### config.mk
export PLATFORM = sky130hd
export DESIGN_NAME = flash_pins_core
export DESIGN_NICKNAME = d
export VERILOG_FILES = /design/src/shared/flash_pins_pkg.sv /design/src/design/pin_sampler.sv /design/src/design/flash_pins_core.sv
export SDC_FILE = /design/constraint.sdc
export NUM_CORES = 1
export LEC_CHECK = 0
export BUFFER_PORTS_ARGS = -buffer_cell sky130_fd_sc_hd__buf_2
export CAP_MARGIN = 20
export CORE_MARGIN = 2
export CORE_UTILIZATION = 59
export DETAILED_ROUTE_END_ITERATION = 12
export PLACE_DENSITY = 0.81
export SLEW_MARGIN = 30
export SYNTH_ARGS = -nofsm -noshare
export SYNTH_HDL_FRONTEND = slang
export SYNTH_HIERARCHICAL = 1
export SYNTH_SLANG_ARGS = --single-unit
### constraint.sdc
create_clock -name MCLK -period 3.1 [get_ports MCLK]
set_input_delay 0.465 -clock MCLK [delete_from_list [all_inputs] [get_ports MCLK]]
set_output_delay 0.465 -clock MCLK [all_outputs]
set_load 0.01 [all_outputs]
### src/shared/flash_pins_pkg.sv
// Purpose: shared constants for the serial flash pin and array-control block
// Assumes: 17-bit array address, byte-wide array port
// Notes:   opcodes, erase kinds, alignment masks and state codes live here
package flash_pins_pkg;

  // Array geometry
  localparam int          ADDR_W     = 17;
  localparam logic [16:0] ARRAY_LAST = 17'h1ffff;
  localparam logic [16:0] MASK_4K    = 17'h00fff;
  localparam logic [16:0] MASK_32K   = 17'h07fff;
  localparam logic [16:0] MASK_CHIP  = 17'h1ffff;
  localparam logic [16:0] MASK_PAGE  = 17'h000ff;

  // Opcodes
  localparam logic [7:0] OP_READ_SLOW = 8'h03;
  localparam logic [7:0] OP_READ_FAST = 8'h0b;
  localparam logic [7:0] OP_READ_DUAL = 8'h3b;
  localparam logic [7:0] OP_PROGRAM   = 8'h02;
  localparam logic [7:0] OP_ERASE_4K  = 8'h20;
  localparam logic [7:0] OP_ERASE_32A = 8'h52;
  localparam logic [7:0] OP_ERASE_32B = 8'hd8;
  localparam logic [7:0] OP_CHIP_A    = 8'h60;
  localparam logic [7:0] OP_CHIP_B    = 8'hc7;
  localparam logic [7:0] OP_CHIP_C    = 8'h62;

  // Erase granularity codes
  localparam logic [1:0] ERASE_4K   = 2'h0;
  localparam logic [1:0] ERASE_32K  = 2'h1;
  localparam logic [1:0] ERASE_CHIP = 2'h2;

  // Pin sampler bit positions and reset (idle) levels
  localparam int         PIN_CS   = 4;
  localparam int         PIN_SCK  = 3;
  localparam int         PIN_SI   = 2;
  localparam int         PIN_WP   = 1;
  localparam int         PIN_HOLD = 0;
  localparam logic [4:0] PIN_IDLE = 5'h17;

  // Self-timed program/erase length in MCLK cycles
  localparam int BUSY_CYCLES_DEF = 1000;

  typedef enum logic [5:0] {
    ST_CMD    = 6'h01,
    ST_ADDR   = 6'h02,
    ST_DUMMY  = 6'h04,
    ST_READ   = 6'h08,
    ST_PROG   = 6'h10,
    ST_IGNORE = 6'h20
  } state_t;

endpackage

### src/design/pin_sampler.sv
// Purpose: two-flop synchroniser with edge detect for asynchronous pins
// Assumes: one MCLK domain
// Notes:   reset value models the idle (pulled) level of each pin
`timescale 1ns/1ps
module pin_sampler #(
  parameter int         W       = 5,
  parameter logic [W-1:0] RST_VAL = '0
) (
  // Clock and reset
  input  wire logic         clk,
  input  wire logic         rst_n,
  // Raw pins and sampled results
  input  wire logic [W-1:0] raw,
  output logic      [W-1:0] level,
  output logic      [W-1:0] rise,
  output logic      [W-1:0] fall
);

  logic [W-1:0] meta;
  logic [W-1:0] prev;

  // First stage feeds only the second; edges compare stages two and three
  always_ff @(posedge clk or negedge rst_n)
  begin
    if (!rst_n)
    begin
      meta  <= RST_VAL;
      level <= RST_VAL;
      prev  <= RST_VAL;
    end
    else
    begin
      meta  <= raw;
      level <= meta;
      prev  <= level;
    end
  end

  assign rise = level & ~prev;
  assign fall = ~level & prev;

endmodule // pin_sampler

### src/design/flash_pins_core.sv
// Purpose: pin-level serial engine of a small serial flash with array control
// Assumes: SCK, CS_N, SI, WP_N, HOLD_N are asynchronous to MCLK, SCK <= MCLK/8
// Notes:   array storage sits outside; this block issues reads, writes, erases
`timescale 1ns/1ps
module flash_pins_core
  import flash_pins_pkg::*;
#(
  parameter int BUSY_CYCLES = flash_pins_pkg::BUSY_CYCLES_DEF
) (
  // Clock and reset
  input  wire logic                          MCLK,
  input  wire logic                          RSTN,
  // Serial pins
  input  wire logic                          CS_N,
  input  wire logic                          SCK,
  input  wire logic                          SI,
  input  wire logic                          WP_N,
  input  wire logic                          HOLD_N,
  output logic                               SO,
  output logic                               SO_OE,
  output logic                               DUAL_DATA_LOWER_BIT,
  output logic                               DUAL_DATA_LOWER_BIT_OE,
  // Array port
  output logic [flash_pins_pkg::ADDR_W-1:0]  ARR_RD_ADDR,
  input  wire logic [7:0]                    ARR_RD_DATA,
  output logic                               ARR_WR,
  output logic [flash_pins_pkg::ADDR_W-1:0]  ARR_WR_ADDR,
  output logic [7:0]                         ARR_WR_DATA,
  output logic                               ARR_ERASE,
  output logic [1:0]                         ARR_ERASE_KIND,
  output logic [flash_pins_pkg::ADDR_W-1:0]  ARR_ERASE_ADDR,
  // Status
  output logic                               BUSY,
  output logic                               STANDBY
);
  import flash_pins_pkg::*;

  localparam int BUSY_W = $clog2(BUSY_CYCLES + 1);

  //////////////////////////////////////////////////////////////////////////////
  // Pin sampling

  logic [4:0] pin_level;
  logic [4:0] pin_rise;
  logic [4:0] pin_fall;

  // Idle levels high on hold and write protect stand in for the pull-ups
  pin_sampler #(.W(5), .RST_VAL(PIN_IDLE)) u_pins (
    .clk   (MCLK),
    .rst_n (RSTN),
    .raw   ({CS_N, SCK, SI, WP_N, HOLD_N}),
    .level (pin_level),
    .rise  (pin_rise),
    .fall  (pin_fall)
  );

  wire cs_act   = ~pin_level[PIN_CS];
  wire cs_start = pin_fall[PIN_CS];
  wire cs_end   = pin_rise[PIN_CS];
  wire hold_act = cs_act & ~pin_level[PIN_HOLD];
  wire run      = cs_act & ~hold_act;
  wire sck_rise = pin_rise[PIN_SCK] & run;
  wire sck_fall = pin_fall[PIN_SCK] & run;
  wire si_bit   = pin_level[PIN_SI];
  wire wp_lock  = ~pin_level[PIN_WP];

  //////////////////////////////////////////////////////////////////////////////
  // Engine state

  state_t              state;
  logic [7:0]          opcode;
  logic [7:0]          shreg;
  logic [2:0]          bitcnt;
  logic [1:0]          bytecnt;
  logic [ADDR_W-1:0]   addr;
  logic [7:0]          outbuf;
  logic [7:0]          pofs;
  logic                dual;
  logic                pend_erase;
  logic [1:0]          pend_kind;
  logic                prog_seen;
  logic [BUSY_W-1:0]   busy_cnt;

  // Classify the erase opcode for the array bookkeeping
  function automatic logic [1:0] erase_kind(input logic [7:0] op);
    if (op == OP_ERASE_4K)
      return ERASE_4K;
    else if (op == OP_ERASE_32A || op == OP_ERASE_32B)
      return ERASE_32K;
    else
      return ERASE_CHIP;
  endfunction

  function automatic logic [ADDR_W-1:0] align(input logic [ADDR_W-1:0] a,
                                              input logic [1:0] kind);
    if (kind == ERASE_4K)
      return a & ~MASK_4K;
    else if (kind == ERASE_32K)
      return a & ~MASK_32K;
    else
      return a & ~MASK_CHIP;
  endfunction

  wire [7:0] byte_in   = {shreg[6:0], si_bit};
  wire       byte_done = sck_rise & (bitcnt == 3'h7);
  wire       is_read   = byte_in == OP_READ_SLOW || byte_in == OP_READ_FAST
                         || byte_in == OP_READ_DUAL;
  wire       is_addr_wr = byte_in == OP_PROGRAM || byte_in == OP_ERASE_4K
                          || byte_in == OP_ERASE_32A || byte_in == OP_ERASE_32B;
  wire       is_chip   = byte_in == OP_CHIP_A || byte_in == OP_CHIP_B
                         || byte_in == OP_CHIP_C;
  wire       busy_now  = busy_cnt != '0;
  // Writes are refused up front when locked or when the array is still busy
  wire       wr_ok     = ~wp_lock & ~busy_now;
  wire [ADDR_W-1:0] next_addr = {addr[ADDR_W-9:0], byte_in};
  wire [7:0] cur_byte  = (bitcnt == 3'h0) ? ARR_RD_DATA : outbuf;
  wire       rd_last   = dual ? (bitcnt == 3'h6) : (bitcnt == 3'h7);

  //////////////////////////////////////////////////////////////////////////////
  // Command, address and data capture

  // Hold freezes the bit and byte counters simply because no edge gets through
  always_ff @(posedge MCLK or negedge RSTN)
  begin
    if (!RSTN)
    begin
      state   <= ST_CMD;
      opcode  <= 8'h00;
      shreg   <= 8'h00;
      bitcnt  <= 3'h0;
      bytecnt <= 2'h0;
      addr    <= '0;
      dual    <= 1'b0;
    end
    else if (cs_start || cs_end)
    begin
      state   <= ST_CMD;
      bitcnt  <= 3'h0;
      bytecnt <= 2'h0;
      dual    <= 1'b0;
    end
    else if (sck_rise && state != ST_READ && state != ST_IGNORE)
    begin
      shreg  <= byte_in;
      bitcnt <= bitcnt + 3'h1;
      if (byte_done)
      begin
        case (state)
          ST_CMD:
          begin
            opcode <= byte_in;
            dual   <= byte_in == OP_READ_DUAL;
            if (is_read && !busy_now)
              state <= ST_ADDR;
            else if (is_addr_wr && wr_ok)
              state <= ST_ADDR;
            else
              state <= ST_IGNORE;
          end
          ST_ADDR:
          begin
            addr    <= next_addr;
            bytecnt <= bytecnt + 2'h1;
            if (bytecnt == 2'h2)
            begin
              if (opcode == OP_READ_SLOW)
                state <= ST_READ;
              else if (opcode == OP_PROGRAM)
                state <= ST_PROG;
              else if (opcode == OP_READ_FAST || opcode == OP_READ_DUAL)
                state <= ST_DUMMY;
              else
                state <= ST_IGNORE;
            end
          end
          ST_DUMMY:
            state <= ST_READ;
          default:
            state <= state;
        endcase
      end
    end
    else if (sck_fall && state == ST_READ)
      bitcnt <= dual ? bitcnt + 3'h2 : bitcnt + 3'h1;
  end

  //////////////////////////////////////////////////////////////////////////////
  // Read data path

  // Shift only on falling edges so the host samples on the next rise
  always_ff @(posedge MCLK or negedge RSTN)
  begin
    if (!RSTN)
    begin
      SO                  <= 1'b0;
      DUAL_DATA_LOWER_BIT <= 1'b0;
      outbuf              <= 8'h00;
      ARR_RD_ADDR         <= '0;
    end
    else if (byte_done && state == ST_ADDR && bytecnt == 2'h2)
      ARR_RD_ADDR <= next_addr;
    else if (sck_fall && state == ST_READ)
    begin
      SO                  <= cur_byte[7];
      DUAL_DATA_LOWER_BIT <= cur_byte[6];
      outbuf              <= dual ? {cur_byte[5:0], 2'b00} : {cur_byte[6:0], 1'b0};
      if (rd_last)
        ARR_RD_ADDR <= ARR_RD_ADDR + 17'h00001;
    end
  end

  // Output enables drop on the MCLK after deselect or hold is sampled
  always_ff @(posedge MCLK or negedge RSTN)
  begin
    if (!RSTN)
    begin
      SO_OE                  <= 1'b0;
      DUAL_DATA_LOWER_BIT_OE <= 1'b0;
    end
    else
    begin
      SO_OE                  <= run & (state == ST_READ);
      DUAL_DATA_LOWER_BIT_OE <= run & (state == ST_READ) & dual;
    end
  end

  //////////////////////////////////////////////////////////////////////////////
  // Array program and erase

  // Program bytes wrap inside the 256-byte page
  always_ff @(posedge MCLK or negedge RSTN)
  begin
    if (!RSTN)
    begin
      ARR_WR         <= 1'b0;
      ARR_WR_ADDR    <= '0;
      ARR_WR_DATA    <= 8'h00;
      ARR_ERASE      <= 1'b0;
      ARR_ERASE_KIND <= ERASE_4K;
      ARR_ERASE_ADDR <= '0;
      pofs           <= 8'h00;
      pend_erase     <= 1'b0;
      pend_kind      <= ERASE_4K;
      prog_seen      <= 1'b0;
    end
    else
    begin
      ARR_WR    <= 1'b0;
      ARR_ERASE <= 1'b0;
      if (cs_start)
      begin
        pend_erase <= 1'b0;
        prog_seen  <= 1'b0;
      end
      else if (cs_end)
      begin
        ARR_ERASE      <= pend_erase;
        ARR_ERASE_KIND <= pend_kind;
        ARR_ERASE_ADDR <= align(addr, pend_kind);
        pend_erase     <= 1'b0;
        prog_seen      <= 1'b0;
      end
      else if (byte_done)
      begin
        if (state == ST_CMD && is_chip && wr_ok)
        begin
          pend_erase <= 1'b1;
          pend_kind  <= ERASE_CHIP;
        end
        else if (state == ST_ADDR && bytecnt == 2'h2)
        begin
          pend_erase <= opcode != OP_PROGRAM && !is_read_op(opcode);
          pend_kind  <= erase_kind(opcode);
          pofs       <= byte_in;
        end
        else if (state == ST_PROG)
        begin
          ARR_WR      <= 1'b1;
          ARR_WR_ADDR <= (addr & ~MASK_PAGE) | {9'h000, pofs};
          ARR_WR_DATA <= byte_in;
          pofs        <= pofs + 8'h01;
          prog_seen   <= 1'b1;
        end
      end
    end
  end

  function automatic logic is_read_op(input logic [7:0] op);
    return op == OP_READ_SLOW || op == OP_READ_FAST || op == OP_READ_DUAL;
  endfunction

  //////////////////////////////////////////////////////////////////////////////
  // Self-timed cycle and standby

  wire start_cycle = cs_end & (pend_erase | prog_seen);
  wire [BUSY_W-1:0] next_busy_cnt = start_cycle ? BUSY_W'(BUSY_CYCLES)
                                  : busy_now ? busy_cnt - 1'b1 : busy_cnt;

  // Counts down whatever the hold pin does
  always_ff @(posedge MCLK or negedge RSTN)
  begin
    if (!RSTN)
    begin
      busy_cnt <= '0;
      BUSY     <= 1'b0;
      STANDBY  <= 1'b1;
    end
    else
    begin
      busy_cnt <= next_busy_cnt;
      BUSY     <= next_busy_cnt != '0;
      STANDBY  <= ~cs_act & (next_busy_cnt == '0);
    end
  end
endmodule // flash_pins_core

Word-level counts from Yosys, hierarchy flattened. Cells that the tools add are included.

Add/sub/neg operators: 6. Eq/ne operators: 32. Multiplexer cells: 57. Bitwise logic cells: 26. Reduce and logical (&&, ||, !) cells: 57.

Operator list (number): 17-bit 2-to-1 mux (5); 6-bit 2-to-1 mux (9); 8-bit by 2-bit == test with 1-bit output (second input constant) (4); 8-bit by 6-bit == test with 1-bit output (second input constant) (4); 8-bit by 7-bit == test with 1-bit output (second input constant) (4); 8-bit 2-to-1 mux (4); 8-bit == test (second input constant) (3); 1-bit 2-to-1 mux (24); 10-bit 2-to-1 mux (2); 4-bit AND reduction (5); 10-bit nonzero test (2); 6-bit case mux with 3 select lines (1); 17-bit by 1-bit adder with 17-bit output (second input constant) (1); 17-bit by 8-bit bitwise OR with 17-bit output (1); 8-bit by 4-bit == test with 1-bit output (second input constant) (2); 2-bit 2-to-1 mux (8); 2-bit nonzero test (8); 1-bit logical OR (12); 3-bit 2-to-1 mux (4); 1-bit logical AND (11); 1-bit bitwise AND (10); 5-bit bitwise AND (2); 10-bit logical NOT (1); 1-bit inverter (10); other kinds (29) (41).

Bits in registers: 158. Bits of input ports: 15. Output and inout bits: 69.

Longest topological paths before layout. Gate-level depths: netlist of run 1.

Depth in word-level cells: 11. Gate-level depth with buffers: 9.

Hierarchy. Netlist of run 1, hierarchy kept.

By module, submodules not included: flash_pins_core (instances 1, cells each 620, area an instance 6635.1 um^2, sequential area each 3255.6 um^2); pin_sampler (instances 1, cells each 25, area an instance 478.0 um^2, sequential area each 390.4 um^2).

Worst setup path before layout of run 1. Ideal clock, no wire load.

Path type: flip-flop to flip-flop. From: register u_pins.level[4]. To: register ARR_WR_ADDR[10] (netlist bit). Data arrival time: 2.121 ns. Data required time: 2.975 ns. Slack: 0.855 ns. Cell stages (with the launch flop): 8. Path buffers: 2. Period minus slack after synthesis: 2.245 ns. Cell sequence: dfstp_2 and2b_2 or2_2 buf_2 nor2_2 nand2_2 buf_2 mux2_2.

Elaborated cells between the ends (all ways): 12. Those cells by class: 11 x bitwise; 1 x reduce/logical.

RTL lines: start: declaration (line pin_sampler.sv:14) `output logic [W-1:0] level,`; start signal: assignment (line pin_sampler.sv:34) `level <= meta;`; 5-bit inverter (line pin_sampler.sv:40) `assign fall = ~level & prev;`; 5-bit bitwise AND (line pin_sampler.sv:40); named net pin_fall[4] (line flash_pins_core.sv:45) `logic [4:0] pin_fall;`; 1-bit inverter (no line); 6-bit AND reduction (no line); end signal: assignment (line flash_pins_core.sv:279) `ARR_WR_ADDR <= (addr & ~MASK_PAGE) | {9'h000, pofs};`; end: declaration (line flash_pins_core.sv:27) `output logic [flash_pins_pkg::ADDR_W-1:0] ARR_WR_ADDR,`.

The timed path passes the listed nets, and every way through them passes these cells. A chain may end at the register's enable or synchronous reset.

Worst setup path after layout of run 1.
From: register busy_cnt[0]. To: register pend_erase.

Cells in the longest elaborated chain, start to end: 8. Elaborated cells between the ends (all ways): 10. Those cells by class: 4 x mux; 2 x bitwise; 4 x reduce/logical.

RTL lines: start: declaration (line flash_pins_core.sv:82) `logic [BUSY_W-1:0] busy_cnt;`; start signal: assignment (line flash_pins_core.sv:310) `busy_cnt <= next_busy_cnt;`; 10-bit nonzero test * (line flash_pins_core.sv:112) `wire busy_now = busy_cnt != '0;`; 1-bit inverter * (line flash_pins_core.sv:114) `wire wr_ok = ~wp_lock & ~busy_now;`; 1-bit bitwise AND * (line flash_pins_core.sv:114); 1-bit logical AND * (line flash_pins_core.sv:265) `if (state == ST_CMD && is_chip && wr_ok)`; 1-bit 2-to-1 mux (line flash_pins_core.sv:265); 1-bit 2-to-1 mux (line flash_pins_core.sv:263) `else if (byte_done)`; 1-bit 2-to-1 mux (line flash_pins_core.sv:255) `else if (cs_end)`; 1-bit 2-to-1 mux (line flash_pins_core.sv:250) `if (cs_start)`; end signal: assignment (line flash_pins_core.sv:272) `pend_erase <= opcode != OP_PROGRAM && !is_read_op(opcode);`; end: declaration (line flash_pins_core.sv:79) `logic pend_erase;`.

Mark *: on every way between the ends. The rest lies on a longest branch, timed or not. The select of a mux whose other input is x is not followed.

==> results of run 1 <==
## through the flow
| step | instances | util |
|---|---|---|
| floorplan | 647 | - |
| global route | 856 | 0.691 |
| finish | 856 | 0.691 |
| detailed placement | 824 | 0.643 |
| CTS | 856 | 0.691 |
| global placement | 824 | 0.643 |
## registers in the layout (all words and copies together), names as in the netlist, 2 cells and up
signal and cells:
opcode 8, bitcnt 3, busy_cnt 10, pofs 8, state 6, outbuf 7, ARR_WR_DATA 8, ARR_ERASE_ADDR 5
u_pins/meta 5, u_pins/prev 2, addr 17, bytecnt 2, ARR_ERASE_KIND 2, u_pins/level 5, ARR_RD_ADDR 17, ARR_WR_ADDR 17
pend_kind 2, shreg 7
## report_power, final
group          switching (mW)  internal (mW)  leakage, nW
Combinational           0.594          0.567         1.72
Sequential              0.107           1.96         1.92
Clock                   0.717           1.16        0.268
Total                    1.42           3.69         3.90
## worst paths after layout
check / start / cells past startpoint / to / slack (ns)
worst max register to register: busy_cnt[0] / 7 / pend_erase / 0.69
min in group MCLK: WP_N / 1 / u_pins/meta[1] / 0.15
worst min register to register: u_pins/meta[3] / 0 / u_pins/level[3] / 0.34
worst min-delay path: RSTN / 1 / addr[15] / 0.06
max in group asynchronous: RSTN / 2 / addr[6] / 2.24
worst max-delay path: busy_cnt[0] / 7 / pend_erase / 0.69
## cell type report
| type | instances | share of cell area |
|---|---|---|
| well taps | 143 | 0.0226 |
| clock inverters | 6 | 0.00774 |
| repair buffers | 80 | 0.0542 |
| multi-input cells | 443 | 0.396 |
| clock buffers | 26 | 0.0617 |
| inverters | 16 | 0.00758 |
| flip-flops and latches | 142 | 0.450 |
## layer usage
metal	track usage	vias up	share of wire
li1	-	2421	-
met1	0.338	2589	0.45
met2	0.392	183	0.48
met3	0.0584	22	0.055
met4	0.0959	0	0.018
met5	0	-	0
==> impl_metrics.json, run 1 <==
{
  "cpMostUsedCell": "a211oi_1",
  "layout_commonest_cell": "dfrtp_1",
  "fin_nets": 723,
  "clock_latency_ns": 0.42,
  "slew-limit-headroom": 0.404,
  "die_y_um": 113,
  "synthCells": 636,
  "syn_area_um2": 6980,
  "post_cts_buffers": 0,
  "powerDensity_nw_per_um2": 645,
  "placed_cell_area_um2": 7370,
  "synth_area_per_cell_um2": 11.0,
  "rsz0062_at_grt": "false",
  "overflow": 0,
  "wl_per_cell_um": 17.4,
  "drtIter0Drc": 441,
  "gp_routability_congestion": 0.872,
  "setup_violations": 0,
  "hpwl_um": 10200,
  "drc": 0,
  "crit_type": "reg -> reg",
  "start_util": 0.609,
  "crit_path_top_delay_cell": "or3b_1",
  "worst_setup_path_start_kind": "flop",
  "groute.usage.overall": 0.249,
  "cts_max_path_buffers": 2,
  "max_freq_mhz": 415,
  "drtAntennaViolNets": 0,
  "io_buffers": 71,
  "fin_total_pwr_mw": 5.11,
  "grt_pass1_vias": 5154,
  "skew_ns": 0.0101,
  "path_max_fanout": 9,
  "mostFrequentLayoutCells": "dfrtp_1, buf_2, mux2_2, nand2_1, nor2_1",
  "num_vias": 5215,
  "hold_class": "in -> async",
  "finalHoldViolCount": 0,
  "setup_slack_ns": 0.688,
  "leakagePower_nw": 3.90,
  "cts_resized": 0,
  "antenna_cells": 0,
  "num_rows": 39,
  "place_ws_ns": 0.744,
  "areaGrowthSynthToFinish_pct": 13.5,
  "cts-root-buf": "clkbuf_16",
  "firstDrtPassIters": 5,
  "outcome": "completed",
  "timing.final.crit_share": 0.778,
  "crit_buf_inv": 1,
  "worst_ep_arrival_time_ns": 2.74,
  "ios": 84,
  "hold_buffers": 0,
  "grt_pass1_wl_um": 25400,
  "final_cell_area_um2": 7930,
  "cts_num_sinks": 142,
  "ff_latch_area_um2": 3570,
  "cpPeakStageDelay_ns": 0.51,
  "cts_buffers": 17,
  "worstMarginPinSlew_ns": 0.893,
  "min_period_ns": 2.41,
  "die_w_um": 113,
  "cp-end-kind": "flop",
  "slew_violations": 0,
  "clk_pin_slew_ns": 0.06,
  "die_area_um2": 12700,
  "nFillCells": 824,
  "crit_family": "simple AND/OR/NAND/NOR gates",
  "cts_tree": "built",
  "synth_warnings": 6,
  "multi_input_area_um2": 3140,
  "drive_above_1_share": 0.285,
  "path_cells": "inv_1, ha_1, or3b_1, nand3b_4, nor4_1, a211oi_1, a211oi_1",
  "htreeDepth": 4,
  "grt_antenna_before_repair": 0,
  "avgViaCountPerCell": 6.09,
  "fin_hold_ws_ns": 0.0631,
  "wirelength_um": 14900,
  "vdd_drop_max_mv": 0.736,
  "core_um2": 11500,
  "grt_max_degree": 75,
  "cap_viol_max_count": 0,
  "setup_tns_ns": 0,
  "critPathRequiredTime_ns": 3.42
}
(Power assumes the default switching activity.)
==> inputs of run 2 (changes only) <==
==> constraint.sdc (replaced) <==
create_clock -name MCLK -period 2.5 [get_ports MCLK]
set_input_delay 0.375 -clock MCLK [delete_from_list [all_inputs] [get_ports MCLK]]
set_output_delay 0.375 -clock MCLK [all_outputs]
set_load 0.01 [all_outputs]
==> run 2 against run 1 <==
Effect of this change:
- flip-flop and latch count unchanged
- largest power group unchanged
- core utilization increased by 1.2 points
- non-clock buffer count grew 8
- global-route usage is 0.36 points higher
- critical endpoint unchanged
- sequential power grew 24%
- largest cell class unchanged
==> impl_metrics.json, run 2 (synthesis results as in run 1) <==
{
  "cp-end-kind": "flop",
  "grt_pass1_vias": 5201,
  "start_util": 0.609,
  "cts-root-buf": "clkbuf_16",
  "path_cells": "inv_1, ha_1, or3b_4, nand3b_4, nor4_2, a211oi_1, a211oi_1",
  "skew_ns": 0.00716,
  "groute.usage.overall": 0.252,
  "r2r_setup_slack_ns": 0.26,
  "mostFrequentLayoutCells": "dfrtp_1, buf_2, mux2_2, nand2_1, nor2_1",
  "cts_num_sinks": 142,
  "io_buffers": 71,
  "avgViaCountPerCell": 6.15,
  "outcome": "completed",
  "gp_routability_congestion": 0.894,
  "ff_latch_area_um2": 3570,
  "overflow": 0,
  "finalHoldViolCount": 0,
  "drtAntennaViolNets": 0,
  "die_area_um2": 12700,
  "grt_max_degree": 77,
  "cts_buffers": 17,
  "fin_nets": 731,
  "drive_above_1_share": 0.302,
  "setup_tns_ns": 0,
  "cpPeakStageDelay_ns": 0.46,
  "num_vias": 5312,
  "nFillCells": 795,
  "slew-limit-headroom": 0.519,
  "min_period_ns": 2.24,
  "cts_max_path_buffers": 2,
  "multi_input_area_um2": 3150,
  "htreeDepth": 4,
  "critPathRequiredTime_ns": 2.83,
  "core_um2": 11500,
  "clk_pin_slew_ns": 0.06,
  "die_w_um": 113,
  "crit_buf_inv": 1,
  "hold_class": "in -> reg",
  "die_y_um": 113,
  "grt_antenna_before_repair": 0,
  "ios": 84,
  "worst_setup_path_start_kind": "flop",
  "areaGrowthSynthToFinish_pct": 15.5,
  "firstDrtPassIters": 5,
  "setup_slack_ns": 0.259,
  "num_rows": 39,
  "crit_path_top_delay_cell": "or3b_4",
  "clock_latency_ns": 0.43,
  "leakagePower_nw": 3.97,
  "hpwl_um": 10500,
  "crit_family": "simple AND/OR/NAND/NOR gates",
  "drtIter0Drc": 621,
  "grt_pass1_wl_um": 25600,
  "timing.final.crit_share": 0.896,
  "cap_viol_max_count": 0,
  "wl_per_cell_um": 17.5,
  "antenna_cells": 0,
  "worst_ep_arrival_time_ns": 2.57,
  "cts_tree": "built",
  "place_ws_ns": 0.0302,
  "drc": 0,
  "layout_commonest_cell": "dfrtp_1",
  "top_regs": "ARR_RD_ADDR x17, ARR_WR_ADDR x17, addr x17",
  "slew_violations": 0,
  "powerDensity_nw_per_um2": 809,
  "vdd_drop_max_mv": 1.04,
  "path_max_fanout": 9,
  "rsz0062_at_grt": "false",
  "crit_type": "reg -> reg",
  "wirelength_um": 15100,
  "max_freq_mhz": 446,
  "cpMostUsedCell": "a211oi_1",
  "worstMarginPinSlew_ns": 0.715,
  "setup_violations": 0
}
[run 2: per-layer routing]
metal / up-vias / track usage / wire length (um)
met5: - / 0 / 0
met4: 0 / 0.107 / 249
met3: 29 / 0.0637 / 945
met2: 220 / 0.400 / 7280
met1: 2618 / 0.333 / 6610
li1: 2445 / - / -
[run 2: per-stage QoR]
stage               hold slack, ns  utilization  power [mW]  instance area (um2)  instances
finish                      0.0396        0.703        6.52                 8060        864
floorplan                   0.0794            -        3.77                 7020        647
CTS                         0.0287        0.702        6.52                 8050        864
global route                0.0236        0.703        6.84                 8060        864
global placement             0.298        0.650        3.97                 7450        831
detailed placement           0.304        0.650        4.02                 7450        831
[run 2: final cells by class]
type,instances,area share
clock buffer,20,0.0566
clock inverter,12,0.0164
inverter,16,0.00745
multi-input combinational,443,0.391
sequential,142,0.442
tap,143,0.0222
timing repair buffer,88,0.0641
[run 2: path summary, 6_finish.rpt]
kind,from,to,depth (start not counted)
setup / recovery,busy_cnt[0],pend_erase,7
setup reg to reg,busy_cnt[0],pend_erase,7
max in group asynchronous,RSTN,u_pins/level[2],3
hold reg to reg,u_pins/meta[0],u_pins/level[0],0
hold / removal,WP_N,u_pins/meta[1],1
min in group asynchronous,RSTN,DUAL_DATA_LOWER_BIT,2
[run 2: what timing repair did]
item	CTS	global route
setup endpoints to repair	1	2
setup buffers	0	0
pin swaps	0	0
resized for setup	1	2
hold endpoints to repair	32	0
hold buffers	1	0
[run 2: power breakdown]
group / switching (mW) / internal (mW) / leakage, nW
Combinational: 0.726 / 0.726 / 1.77
Clock: 0.981 / 1.52 / 0.283
Sequential: 0.132 / 2.43 / 1.92
Total: 1.84 / 4.68 / 3.97
==> inputs of run 3 (changes only) <==
--- a/config.mk
+++ b/config.mk
@@ -5,12 +5,13 @@
 export SDC_FILE = /design/constraint.sdc
 export NUM_CORES = 1
 export LEC_CHECK = 0
+export ABC_AREA = 1
 export BUFFER_PORTS_ARGS = -buffer_cell sky130_fd_sc_hd__buf_2
 export CAP_MARGIN = 20
 export CORE_MARGIN = 2
 export CORE_UTILIZATION = 59
 export DETAILED_ROUTE_END_ITERATION = 12
-export PLACE_DENSITY = 0.81
+export PLACE_DENSITY = 0.87
 export SLEW_MARGIN = 30
 export SYNTH_ARGS = -nofsm -noshare
 export SYNTH_HDL_FRONTEND = slang
==> run 3 against run 2 <==
Effect of this change:
- core utilization hardly changed
- maximum frequency is 4.1% higher
- area after synthesis grew 1.1%
- clock-buffer cell count fell by 1
- flip-flop and latch count unchanged
- synthesized cell count grew 28%
- largest cell class unchanged
==> impl_metrics.json, run 3 <==
{
  "io_buffers": 71,
  "num_vias": 5745,
  "fin_nets": 921,
  "start_util": 0.610,
  "slew_violations": 0,
  "clockPowerShare": 0.466,
  "numPlacedInstances": 1021,
  "skew_ns": 0.00836,
  "avgViaCountPerCell": 5.46,
  "worst_setup_path_start_kind": "flop",
  "die_area_um2": 12800,
  "drive_above_1_share": 0.179,
  "htreeDepth": 4,
  "p_seq_frac": 0.452,
  "finalHoldViolCount": 0,
  "outcome": "completed",
  "grt_max_degree": 55,
  "cts_buffers": 17,
  "crit_type": "reg -> reg",
  "synth_area_per_cell_um2": 8.64,
  "groute.usage.overall": 0.264,
  "drtAntennaViolNets": 0,
  "grt_pass1_wl_um": 27000,
  "clk_pin_slew_ns": 0.06,
  "gp_routability_congestion": 0.905,
  "drc": 0,
  "timing.final.crit_share": 0.861,
  "path_max_fanout": 13,
  "antenna_cells": 0,
  "power.share.switching": 0.241,
  "worst_ep_arrival_time_ns": 2.45,
  "setup_tns_ns": 0,
  "vdd_drop_max_mv": 0.458,
  "worstMarginPinSlew_ns": 0.682,
  "cts_tree": "built",
  "final_cells": 1053,
  "max_freq_mhz": 465,
  "syn_area_um2": 7060,
  "min_period_ns": 2.15,
  "slew-limit-headroom": 0.544,
  "synth_warnings": 6,
  "grt_pass1_vias": 5717,
  "cp-end-kind": "flop",
  "cts-root-buf": "clkbuf_16",
  "cts_num_sinks": 142,
  "die_w_um": 113,
  "areaGrowthSynthToFinish_pct": 15.2,
  "clock_latency_ns": 0.41,
  "cap_viol_max_count": 0,
  "p_switching_mw": 1.30,
  "die_y_um": 113,
  "top_regs": "ARR_RD_ADDR x17, ARR_WR_ADDR x17, addr x17",
  "hold_class": "in -> reg",
  "synthCells": 817,
  "setup_violations": 0,
  "powerDensity_nw_per_um2": 666,
  "ios": 84,
  "wl_per_cell_um": 14.9,
  "leakagePower_nw": 4.53,
  "drtIter0Drc": 501,
  "p_int_mw": 4.11,
  "hpwl_um": 11000,
  "core_um2": 11600,
  "rsz0062_at_grt": "false",
  "mostFrequentLayoutCells": "nand2_1, dfrtp_1, inv_1, buf_2, nor2_1",
  "critPathRequiredTime_ns": 2.80,
  "firstDrtPassIters": 6,
  "num_rows": 39,
  "cts_max_path_buffers": 2,
  "wirelength_um": 15700,
  "p_comb_frac": 0.082,
  "grt_antenna_before_repair": 0,
  "overflow": 0,
  "layout_commonest_cell": "nand2_1"
}
run 3: power by group through the flow:
| stage | logic [mW] | clock network [mW] | registers (mW) |
|---|---|---|---|
| 2_1_floorplan | 0.298 | 0 | 2.47 |
| 3_3_place_gp | 0.422 | 0 | 2.48 |
| 3_5_place_dp | 0.432 | 0 | 2.48 |
| 4_1_cts | 0.443 | 2.55 | 2.44 |
| 5_1_grt | 0.506 | 2.65 | 2.45 |
| 6_report | 0.444 | 2.53 | 2.45 |
run 3: what timing repair did:
action,4_1_cts,5_1_grt
endpoints found under the hold margin,45,0
buffers inserted,0,0
endpoints found under the setup margin,3,6
gates resized for setup,1,1
hold buffers,1,0
run 3: layer usage:
metal / routed length (um) / share of wire / vias up / global-route usage
met5: 0 / 0 / - / 0
met4: 416 / 0.026 / 0 / 0.107
met3: 779 / 0.050 / 37 / 0.0632
met2: 7680 / 0.49 / 177 / 0.434
met1: 6860 / 0.44 / 2768 / 0.341
li1: - / - / 2763 / -
run 3: per-stage QoR:
step	hold slack [ns]	area (um2)	util	power, mW	setup slack (ns)
after floorplan	0.0794	7100	-	2.77	0.790
after global placement	0.345	7510	0.650	2.90	0.0728
after detailed placement	0.343	7510	0.650	2.92	0.00429
after CTS	0.0497	8120	0.702	5.43	0.251
after global routing	0.0431	8130	0.703	5.61	0.113
final	0.0607	8130	0.703	5.42	0.348
run 3: cell type report:
type,instances,area (um2)
Clock buffer,19,453
Clock inverter,12,144
Fill cell,858,3440
Sequential cell,142,3570
Inverter,133,499
Tap cell,143,179
Multi-Input combinational cell,525,2840
Timing Repair Buffer,79,449
run 3: worst max-delay path: stages (launching register included):
cell     delay (ns)
dfstp_2        0.56
inv_1          0.05
nor2_1         0.33
nor2_4         0.16
inv_2          0.21
nor2_1         0.10
nand2_1        0.31
nor2_1         0.08
a21oi_1        0.16
inv_1          0.06
run 3: final timing paths:
path                       cells after the start            start         endpoint  slack (ns)
setup / recovery                               9  u_pins/level[4]         addr[10]        0.35
max in group asynchronous                      3             RSTN         addr[10]        1.27
hold reg to reg                                0   u_pins/meta[1]  u_pins/level[1]        0.35
hold / removal                                 1           HOLD_N   u_pins/meta[0]        0.06
min in group asynchronous                      2             RSTN   u_pins/prev[3]        0.48
setup reg to reg                               9  u_pins/level[4]         addr[10]        0.35
